$ cat src/design/usb_schedule_pkg.sv
// constants and types shared by the schedule traversal engine
package usb_schedule_pkg;
  // link pointer layout
  localparam int LINK_TERM_BIT = 0;
  localparam int LINK_QTYPE_BIT = 1;
  localparam int LINK_VF_BIT = 2;
  localparam int LINK_ADDR_LSB = 4;
  // byte offsets of words inside schedule structures
  localparam logic [31:0] HEAD_ELEM_OFFSET = 32'h0000_0004;
  localparam logic [31:0] DESC_STATUS_OFFSET = 32'h0000_0004;
  localparam int STATUS_ACTIVE_BIT = 23;
  localparam int ERR_CNT_W = 2;
  localparam int CNT_W = 16;
  // register map, byte addresses
  localparam int REG_ADDR_W = 8;
  localparam logic [7:0] REG_CTRL = 8'h00;
  localparam logic [7:0] REG_FRAME_LINK = 8'h04;
  localparam logic [7:0] REG_STATUS = 8'h08;
  localparam logic [7:0] REG_FRAMES = 8'h0c;
  localparam logic [7:0] REG_ADVANCES = 8'h10;
  localparam int CTRL_ENABLE_BIT = 0;
  localparam int STATUS_BUSY_BIT = 0;
  localparam int STATUS_QCTX_BIT = 1;
  localparam logic [31:0] CTRL_RESET = 32'h0000_0000;
  localparam logic [31:0] FRAME_LINK_RESET = 32'h0000_0001;
  localparam logic [1:0] AXI_OKAY = 2'h0;
  localparam logic [1:0] AXI_SLVERR = 2'h2;

  typedef enum logic [1:0] {
    RES_DATA, RES_ZERO_LEN, RES_ERROR, RES_NAK
  } exec_result_type;

  typedef enum logic [2:0] {
    S_IDLE, S_RD_DESC, S_RD_HEAD_H, S_RD_HEAD_E, S_EXEC, S_WB_STATUS,
    S_WB_ELEM
  } trav_state_type;

  typedef struct packed {
    logic valid;
    logic write;
    logic [31:0] addr;
    logic [31:0] wdata;
  } mem_req_type;

  typedef struct packed {
    logic valid;
    logic [31:0] addr;
  } exec_req_type;

  typedef struct packed {
    logic valid;
    exec_result_type result;
    logic [ERR_CNT_W-1:0] errLeft;
    logic [31:0] status;
  } exec_rsp_type;

  typedef struct packed {
    trav_state_type st;
    logic qCtx;
    logic [31:0] curAddr;
    logic [31:0] headAddr;
    logic [31:0] horizLink;
    logic [31:0] elemLink;
    logic [31:0] descLink;
    exec_result_type res;
    mem_req_type memReq;
    exec_req_type execReq;
    logic [CNT_W-1:0] frames;
    logic [CNT_W-1:0] advances;
    logic [31:0] ctrl;
    logic [31:0] frameLink;
    logic awRdy;
    logic wRdy;
    logic arRdy;
    logic bValid;
    logic [1:0] bResp;
    logic rValid;
    logic [1:0] rResp;
    logic [31:0] rData;
    logic [REG_ADDR_W-1:0] awAddr;
    logic [31:0] wData;
    logic [3:0] wStrb;
  } state_type;
endpackage : usb_schedule_pkg

$ cat src/design/usb_schedule_queue_traversal.sv
// schedule walker: queue heads, element links, advance and write-back
//
// Design decisions made here: register access over AXI4-Lite and the placing of the registers.
`timescale 1ns/10ps
module usb_schedule_queue_traversal
  import usb_schedule_pkg::*;
(
  input wire logic ref_clk,
  input wire logic arst_n,
  input wire logic [REG_ADDR_W-1:0] awaddr,
  input wire logic awvalid,
  output logic awready,
  input wire logic [31:0] wdata,
  input wire logic [3:0] wstrb,
  input wire logic wvalid,
  output logic wready,
  output logic [1:0] bresp,
  output logic bvalid,
  input wire logic bready,
  input wire logic [REG_ADDR_W-1:0] araddr,
  input wire logic arvalid,
  output logic arready,
  output logic [31:0] rdata,
  output logic [1:0] rresp,
  output logic rvalid,
  input wire logic rready,
  input wire logic frameStart,
  output mem_req_type memReq,
  input wire logic memReady,
  input wire logic memRspValid,
  input wire logic [31:0] memRspData,
  output exec_req_type execReq,
  input wire exec_rsp_type execRsp
);

  state_type q;
  state_type d;

  function automatic logic [31:0] linkAddr(logic [31:0] lp);
    linkAddr = {lp[31:LINK_ADDR_LSB], {LINK_ADDR_LSB{1'b0}}};
  endfunction : linkAddr

  function automatic state_type issueRead(state_type s, logic [31:0] a,
                                          trav_state_type to);
    s.memReq.valid = 1'b1;
    s.memReq.write = 1'b0;
    s.memReq.addr = a;
    s.memReq.wdata = '0;
    s.st = to;
    return s;
  endfunction : issueRead

  function automatic state_type issueWrite(state_type s, logic [31:0] a,
                                           logic [31:0] v,
                                           trav_state_type to);
    s.memReq.valid = 1'b1;
    s.memReq.write = 1'b1;
    s.memReq.addr = a;
    s.memReq.wdata = v;
    s.st = to;
    return s;
  endfunction : issueWrite

  // follow a link to the next schedule item, or close the frame
  function automatic state_type followLink(state_type s, logic [31:0] lp);
    if (lp[LINK_TERM_BIT])
    begin
      s.st = S_IDLE;
      s.qCtx = 1'b0;
      s.frames = s.frames + 1'b1;
    end
    else if (lp[LINK_QTYPE_BIT])
    begin
      // the head is cached and context set before its words arrive
      s.headAddr = linkAddr(lp);
      s.qCtx = 1'b1;
      s.curAddr = linkAddr(lp);
      s = issueRead(s, linkAddr(lp), S_RD_HEAD_H);
    end
    else
    begin
      s.qCtx = 1'b0;
      s.curAddr = linkAddr(lp);
      s = issueRead(s, linkAddr(lp), S_RD_DESC);
    end
    return s;
  endfunction : followLink

  // decide on the top member of the queue in context
  function automatic state_type queueStep(state_type s);
    if (s.elemLink[LINK_TERM_BIT])
      s = followLink(s, s.horizLink);
    else if (s.elemLink[LINK_QTYPE_BIT])
      // old element word is never written when a nested head is entered
      s = followLink(s, s.elemLink);
    else
    begin
      s.curAddr = linkAddr(s.elemLink);
      s = issueRead(s, linkAddr(s.elemLink), S_RD_DESC);
    end
    return s;
  endfunction : queueStep

  function automatic logic [31:0] applyStrb(logic [31:0] old,
                                            logic [31:0] v,
                                            logic [3:0] strb);
    logic [31:0] r;
    r = old;
    for (int i = 0; i < 4; i++)
    begin
      if (strb[i])
        r[i*8 +: 8] = v[i*8 +: 8];
    end
    return r;
  endfunction : applyStrb

  logic advOk;
  logic keepActive;
  logic [31:0] statWb;
  assign advOk = (q.res == RES_DATA) || (q.res == RES_ZERO_LEN);
  // nak retries untouched; an error stays live until its count runs out
  assign keepActive = (execRsp.result == RES_NAK) ||
                      ((execRsp.result == RES_ERROR) &&
                       (execRsp.errLeft != '0));

  always_comb
  begin
    d = q;
    statWb = execRsp.status;
    statWb[STATUS_ACTIVE_BIT] = keepActive;
    // memory master: one access at a time, request dropped once taken
    if (q.memReq.valid && memReady)
      d.memReq.valid = 1'b0;
    unique case (q.st)
      S_IDLE:
      begin
        if (frameStart && q.ctrl[CTRL_ENABLE_BIT])
        begin
          d.qCtx = 1'b0;
          d = followLink(d, q.frameLink);
        end
      end
      S_RD_HEAD_H:
      begin
        if (memRspValid)
        begin
          d.horizLink = memRspData;
          d = issueRead(d, q.headAddr + HEAD_ELEM_OFFSET, S_RD_HEAD_E);
        end
      end
      S_RD_HEAD_E:
      begin
        if (memRspValid)
        begin
          d.elemLink = memRspData;
          d = queueStep(d);
        end
      end
      S_RD_DESC:
      begin
        if (memRspValid)
        begin
          d.descLink = memRspData;
          d.execReq.valid = 1'b1;
          d.execReq.addr = q.curAddr;
          d.st = S_EXEC;
        end
      end
      S_EXEC:
      begin
        if (execRsp.valid)
        begin
          d.execReq.valid = 1'b0;
          d.res = execRsp.result;
          d = issueWrite(d, q.curAddr + DESC_STATUS_OFFSET, statWb,
                         S_WB_STATUS);
        end
      end
      S_WB_STATUS:
      begin
        if (memReady)
        begin
          if (q.qCtx && advOk)
          begin
            d.advances = q.advances + 1'b1;
            d.elemLink = q.descLink;
            d = issueWrite(d, q.headAddr + HEAD_ELEM_OFFSET, q.descLink,
                           S_WB_ELEM);
          end
          else if (q.qCtx)
            d = followLink(d, q.horizLink);
          else
            d = followLink(d, q.descLink);
        end
      end
      S_WB_ELEM:
      begin
        if (memReady)
        begin
          // with the VF bit set the fresh element word is the new top and the queue step re-runs; otherwise the horizontal link is followed
          if (q.descLink[LINK_VF_BIT])
            d = queueStep(d);
          else
            d = followLink(d, q.horizLink);
        end
      end
    endcase

    // register slave: address and data latched in either order
    if (awvalid && q.awRdy)
    begin
      d.awRdy = 1'b0;
      d.awAddr = awaddr;
    end
    if (wvalid && q.wRdy)
    begin
      d.wRdy = 1'b0;
      d.wData = wdata;
      d.wStrb = wstrb;
    end
    if (!q.awRdy && !q.wRdy && !q.bValid)
    begin
      d.bValid = 1'b1;
      d.bResp = AXI_OKAY;
      d.awRdy = 1'b1;
      d.wRdy = 1'b1;
      unique case (q.awAddr)
        REG_CTRL: d.ctrl = applyStrb(q.ctrl, q.wData, q.wStrb);
        REG_FRAME_LINK:
          d.frameLink = applyStrb(q.frameLink, q.wData, q.wStrb);
        REG_STATUS, REG_FRAMES, REG_ADVANCES: d.bResp = AXI_OKAY;
        default: d.bResp = AXI_SLVERR;
      endcase
    end
    if (q.bValid && bready)
      d.bValid = 1'b0;
    if (arvalid && q.arRdy)
    begin
      d.arRdy = 1'b0;
      d.rValid = 1'b1;
      d.rResp = AXI_OKAY;
      d.rData = '0;
      unique case (araddr)
        REG_CTRL: d.rData = q.ctrl;
        REG_FRAME_LINK: d.rData = q.frameLink;
        REG_STATUS:
        begin
          d.rData[STATUS_BUSY_BIT] = (q.st != S_IDLE);
          d.rData[STATUS_QCTX_BIT] = q.qCtx;
        end
        REG_FRAMES: d.rData[CNT_W-1:0] = q.frames;
        REG_ADVANCES: d.rData[CNT_W-1:0] = q.advances;
        default: d.rResp = AXI_SLVERR;
      endcase
    end
    if (q.rValid && rready)
    begin
      d.rValid = 1'b0;
      d.arRdy = 1'b1;
    end
  end

  always_ff @(posedge ref_clk or negedge arst_n)
  begin
    if (!arst_n)
    begin
      q <= '0;
      q.st <= S_IDLE;
      q.res <= RES_DATA;
      q.ctrl <= CTRL_RESET;
      q.frameLink <= FRAME_LINK_RESET;
      q.awRdy <= 1'b1;
      q.wRdy <= 1'b1;
      q.arRdy <= 1'b1;
    end
    else
      q <= d;
  end

  assign awready = q.awRdy;
  assign wready = q.wRdy;
  assign bvalid = q.bValid;
  assign bresp = q.bResp;
  assign arready = q.arRdy;
  assign rvalid = q.rValid;
  assign rresp = q.rResp;
  assign rdata = q.rData;
  assign memReq = q.memReq;
  assign execReq = q.execReq;

  logic nestCase;
  assign nestCase = (q.st == S_RD_HEAD_E) && memRspValid &&
                    !memRspData[LINK_TERM_BIT] && memRspData[LINK_QTYPE_BIT];
endmodule : usb_schedule_queue_traversal

$ cat config.mk
export PLATFORM = sky130hd
export DESIGN_NAME = usb_schedule_queue_traversal
export DESIGN_NICKNAME = d
export VERILOG_FILES = /design/src/design/usb_schedule_pkg.sv /design/src/design/usb_schedule_queue_traversal.sv
export SDC_FILE = /design/constraint.sdc
export NUM_CORES = 1
export LEC_CHECK = 0
export ABC_AREA = 1
export BUFFER_PORTS_ARGS = -buffer_cell sky130_fd_sc_hd__buf_2
export CORE_MARGIN = 8
export CORE_UTILIZATION = 45
export DETAILED_ROUTE_END_ITERATION = 12
export SETUP_SLACK_MARGIN = 0.4
export SLEW_MARGIN = 10
export SYNTH_ARGS = -nofsm -noshare
export SYNTH_HDL_FRONTEND = slang
export SYNTH_SLANG_ARGS = --single-unit
export TNS_END_PERCENT = 10
$ cat constraint.sdc
create_clock -name ref_clk -period 1.95 [get_ports ref_clk]
set_input_delay 0.39 -clock ref_clk [delete_from_list [all_inputs] [get_ports ref_clk]]
set_output_delay 0.39 -clock ref_clk [all_outputs]
set_load 0.01 [all_outputs]
==> implementation parameters <==
Parameter                              Value

Run status
  Run status ... complete, but fails checks
  Violations in the final reports ... setup timing

Global route
  Total global routing overflow ... 0
  Pin count of the biggest net entering global routing ... 67
  Global router's overall resource usage ... 30.1%
  Wire length of the first global-routing pass ... 137,000 um
  Antenna violations before repair ... 1
  Vias in the first global route ... 22,661

STA
  Least-Margin Pin Slew ... 0.557 ns
  Sum of negative setup slack ... -1.46 ns
  Worst-case hold slack ... 0.0147 ns
  Final Cycle Share ... 104%
  Relative slew slack ... 62.7%
  RSZ-0062 raised after global routing ... true
  Number of failing setup endpoints in the final timing report ... 56
  Final Hold Vio Count ... 0
  Number of max-slew violations in the final report ... 0
  Worst-case setup margin in the final layout ... -0.0737 ns
  Crit path time final ... 2.02 ns
  F_max ... 0.494 GHz
  Skew final ... 0.0375 ns

Floorplanning
  Die area ... 58,600 sq um
  Die extent in y ... 242 um
  Num ports ... 271
  Effective utilization at floorplan ... 45.2%
  Core area ... 50,900 sq um
  Floorplan die width ... 242 um
  Cell Rows ... 83

Critical path
  Classification of the worst setup path ... reg2reg
  CP Cell Sequence ... buf_12, clkinv_8, nor2_4, nand2_4, nor2_1, buf_4, nor2_4, nand2_2, nor2_4, buf_12, clkinvlp_4, nor2_2, a21oi_2
  Reg2reg start ... q[443]$_DFFE_PN0P_
  Reg-to-reg critical path endpoint ... q[174]$_DFFE_PN0P_
  Number of cells traversed by the worst register-to-register path ... 13
  Top cell family by delay on the critical path ... simple AND/OR/NAND/NOR gates
  Data required time of the worst path ... 2.46 ns
  Capturing element type of the critical path ... flip-flop
  Largest incremental delay on the critical path ... 0.39 ns
  Critical path data arrival time ... 2.53 ns
  Max FO, Critical Path ... 8
  Critical Path Source Type ... flip-flop
  Buffers and inverters on the worst path ... 5
  Crit-path slowest cell ... sky130_fd_sc_hd__dfrtp_1
  Cell seen most often among critical-path stages ... sky130_fd_sc_hd__nor2_4
  Setup slack of the worst register-to-register path ... -0.07 ns

Logic synthesis
  Synth area leaders ... sky130_fd_sc_hd__dfrtp_1, sky130_fd_sc_hd__nand2_1, sky130_fd_sc_hd__o21ai_0
  Number of flip-flops and latches in the synthesized netlist ... 426
  Library cell occupying the most area in the post-synthesis netlist ... sky130_fd_sc_hd__dfrtp_1
  Mean Syn Cell Area ... 7.43 sq um
  Area of the mapped netlist ... 23,000 sq um
  Async set or reset register ratio after synthesis ... 100%
  Yosys warning count ... 0
  Number of distinct library cells after synthesis ... 48
  Number of synthesized flops with an enable pin ... 0
  Synthesized instance count ... 3,096
  Sequential cell area fraction in the yosys report ... 46.4%
  Area share of the largest cell type after synthesis ... 45.9%
  Dominant synthesized flop cell ... sky130_fd_sc_hd__dfrtp_1

Routing
  Avg Vias per Cell ... 5.52
  Detailed Route WL ... 92,200 um
  Via count ... 23,141
  Antenna-violating nets left ... 0
  Post-detailed-route DRC marker count ... 0
  Initial drt markers ... 2,140
  Avg WL per Cell ... 22.0 um
  First drt pass iteration count ... 6

Placed design
  Post-DP HPWL ... 63,900 um
  Number of buffers added on ports ... 266
  Routability-driven placement congestion ratio ... 0.938

Clock network
  Reg clk slew, reported paths ... 0.06 ns
  Clock Tree Root ... sky130_fd_sc_hd__clkbuf_16
  CTS Buf Count ... 47
  Clk Latency, worst-skew pair ... 0.63 ns
  CTS tree ... built
  CTS Sinks ... 426
  Max clock buf depth ... 3
  CTS H-Tree Depth ... 2

Power and ir drop
  Sequential share of power ... 32.0%
  Switching pwr ... 18.5 mW
  Areal power density over the cells ... 1480 nW/um^2
  Sw Share ... 41.7%
  Proportion of power drawn by combinational gates ... 46.1%
  Internal portion of total power ... 25.8 mW
  Clock power frac ... 21.9%
  Worst voltage drop across the vdd grid ... 1100 uV
  Leakage ... 15.4 nW

Finish
  Share of post-route cells with drive strength above 1 ... 25.1%
  Number of nets in the final layout ... 3,612
  Area growth from synthesis to layout ... 30.5%
  Ant diodes ... 0

Hold path
  WHS Path Cells ... 3
  Startpoint of the most critical hold path ... wdata[20]
  Worst hold endpoint ... q[24]$_DFFE_PN0P_
  Hold Crit Class ... in2reg

Run
  Max-cap check violation count ... 0
-- power by group through the flow --
stage,Sequential [mW],Clock (mW),Combinational [mW]
global route,14.4,10.1,22.0
floorplan,13.2,0,10.3
finish,14.2,9.69,20.4
detailed placement,14.1,0,15.6
CTS,14.0,9.80,18.8
global placement,14.0,0,15.3
-- tightest hold or removal path, cell delays in order --
cell                      delay [ns]
sky130_fd_sc_hd__buf_2          0.07
sky130_fd_sc_hd__nor2_1         0.03
sky130_fd_sc_hd__a21oi_1        0.09
-- synthesized netlist by cell type (3+ instances only) --
cell / number
sky130_fd_sc_hd__nand2_1: 933
sky130_fd_sc_hd__dfrtp_1: 422
sky130_fd_sc_hd__nor2_1: 356
sky130_fd_sc_hd__o21ai_0: 282
sky130_fd_sc_hd__inv_1: 255
sky130_fd_sc_hd__nand3_1: 169
sky130_fd_sc_hd__buf_4: 143
sky130_fd_sc_hd__a21oi_1: 123
sky130_fd_sc_hd__clkbuf_1: 75
sky130_fd_sc_hd__a22oi_1: 61
sky130_fd_sc_hd__o22ai_1: 57
sky130_fd_sc_hd__buf_2: 46
sky130_fd_sc_hd__a31oi_1: 17
sky130_fd_sc_hd__o211ai_1: 17
sky130_fd_sc_hd__nor3_1: 16
sky130_fd_sc_hd__nand4_1: 15
sky130_fd_sc_hd__xor2_1: 11
sky130_fd_sc_hd__buf_6: 10
sky130_fd_sc_hd__inv_2: 9
sky130_fd_sc_hd__buf_1: 8
sky130_fd_sc_hd__nand2_2: 8
sky130_fd_sc_hd__nor2_2: 8
sky130_fd_sc_hd__nor2_4: 6
sky130_fd_sc_hd__and3_1: 4
sky130_fd_sc_hd__dfstp_2: 4
sky130_fd_sc_hd__mux2_2: 4
sky130_fd_sc_hd__a21boi_1: 3
sky130_fd_sc_hd__clkinv_1: 3
sky130_fd_sc_hd__nor2_8: 3
sky130_fd_sc_hd__o21a_1: 3
sky130_fd_sc_hd__o32ai_1: 3
-- cells in the final DEF (no fill, tap or decap), types with 9 or more instances in the layout --
cell / synthesis / final
sky130_fd_sc_hd__nand2_1: 933 / 864
sky130_fd_sc_hd__dfrtp_1: 422 / 418
sky130_fd_sc_hd__nor2_1: 356 / 310
sky130_fd_sc_hd__inv_1: 255 / 246
sky130_fd_sc_hd__o21ai_0: 282 / 245
sky130_fd_sc_hd__buf_2: 46 / 235
sky130_fd_sc_hd__buf_4: 143 / 216
sky130_fd_sc_hd__nand3_1: 169 / 160
sky130_fd_sc_hd__a21oi_1: 123 / 117
sky130_fd_sc_hd__a22oi_1: 61 / 60
sky130_fd_sc_hd__o22ai_1: 57 / 56
sky130_fd_sc_hd__clkbuf_16: 0 / 54
sky130_fd_sc_hd__buf_12: 0 / 52
sky130_fd_sc_hd__nand2_2: 8 / 51
sky130_fd_sc_hd__buf_6: 10 / 50
sky130_fd_sc_hd__nor2_2: 8 / 35
sky130_fd_sc_hd__dlygate4sd3_1: 0 / 34
sky130_fd_sc_hd__nand2_4: 2 / 25
sky130_fd_sc_hd__nor2_4: 6 / 25
sky130_fd_sc_hd__o21ai_1: 0 / 21
sky130_fd_sc_hd__o211ai_1: 17 / 17
sky130_fd_sc_hd__a31oi_1: 17 / 17
sky130_fd_sc_hd__o21ai_2: 0 / 16
sky130_fd_sc_hd__nand4_1: 15 / 15
sky130_fd_sc_hd__clkbuf_8: 0 / 13
sky130_fd_sc_hd__buf_16: 0 / 12
sky130_fd_sc_hd__inv_2: 9 / 11
sky130_fd_sc_hd__xor2_1: 11 / 11
sky130_fd_sc_hd__nand3_2: 1 / 9
sky130_fd_sc_hd__nor3_1: 16 / 9
-- per-layer routing --
metal	GRT usage (%)	vias to the layer above	wire length, um
met1	39.1	11156	37500
met5	0	-	12
met3	6.49	264	8040
met2	46.8	1077	41400
li1	-	10642	-
met4	15.6	2	5250
-- repair_timing --
| action | 4_1_cts | 5_1_grt |
|---|---|---|
| gates resized for setup | 128 | 227 |
| setup buffers | 13 | 14 |
| hold buffers | 34 | 0 |
| endpoints found under the setup margin | 419 | 450 |
| cloned | 12 | 6 |
| pin swaps | 15 | 60 |
| hold endpoints to repair | 94 | 0 |
-- state kept, by name, indices dropped and copies added (netlist names) --
name	cells
bresp	1
wready	1
rvalid	1
q	293
awready	1
rresp	1
arready	1
bvalid	1
execReq	30
memReq	64
rdata	32
-- stage by stage --
| stage | power (mW) | instance area [sq um] | worst slack [ns] | util, % | cells |
|---|---|---|---|---|---|
| floorplan | 23.5 | 23000 | 0.254 | - | 3098 |
| global route | 46.5 | 30000 | -0.170 | 59.0 | 4195 |
| detailed placement | 29.7 | 26100 | -0.247 | 51.3 | 4031 |
| global placement | 29.3 | 26100 | -0.249 | 51.3 | 4031 |
| finish | 44.3 | 30000 | -0.0737 | 59.0 | 4195 |
| CTS | 42.6 | 29000 | -0.0261 | 57.0 | 4175 |
-- logic make-up after synthesis --
logic type / count (synthesis) / synth area share, %
flip-flops: 426 / 46.4
adder cells (fa/ha/maj): 2 / 0.109
other: 1 / 0.0163
XOR/XNOR: 11 / 0.419
buffers and inverters: 550 / 11.9
multiplexers: 4 / 0.196
AND/OR/NAND/NOR: 1528 / 27.0
AO/OA/AOI/OAI: 574 / 14.0
-- area by class of cell --
class,count,area (sq um)
fillers,4599,20900
inverters,267,1040
clock buffers,67,1400
well taps,680,851
flip-flops and latches,426,10700
multi-input cells,2122,10300
clock inverters,18,267
repair buffers,615,5430
-- worst max-delay path by stage --
| stage | startpoint | endpoint | slack [ns] | depth (start not counted) |
|---|---|---|---|---|
| final | q[443]$_DFFE_PN0P_ | q[174]$_DFFE_PN0P_ | -0.07 | 13 |
| after detailed placement | q[444]$_DFFE_PN0P_ | memReq[58]$_DFFE_PN0P_ | -0.25 | 12 |
| after global placement | q[444]$_DFFE_PN0P_ | memReq[58]$_DFFE_PN0P_ | -0.25 | 12 |
| after CTS | q[445]$_DFFE_PN0P_ | q[173]$_DFFE_PN0P_ | -0.03 | 13 |
| after global routing | q[443]$_DFFE_PN0P_ | q[174]$_DFFE_PN0P_ | -0.17 | 13 |
| after floorplan | q[445]$_DFFE_PN0P_ | q[420]$_DFFE_PN0P_ | 0.25 | 12 |
No activity file was read; power rests on OpenSTA's default activity.
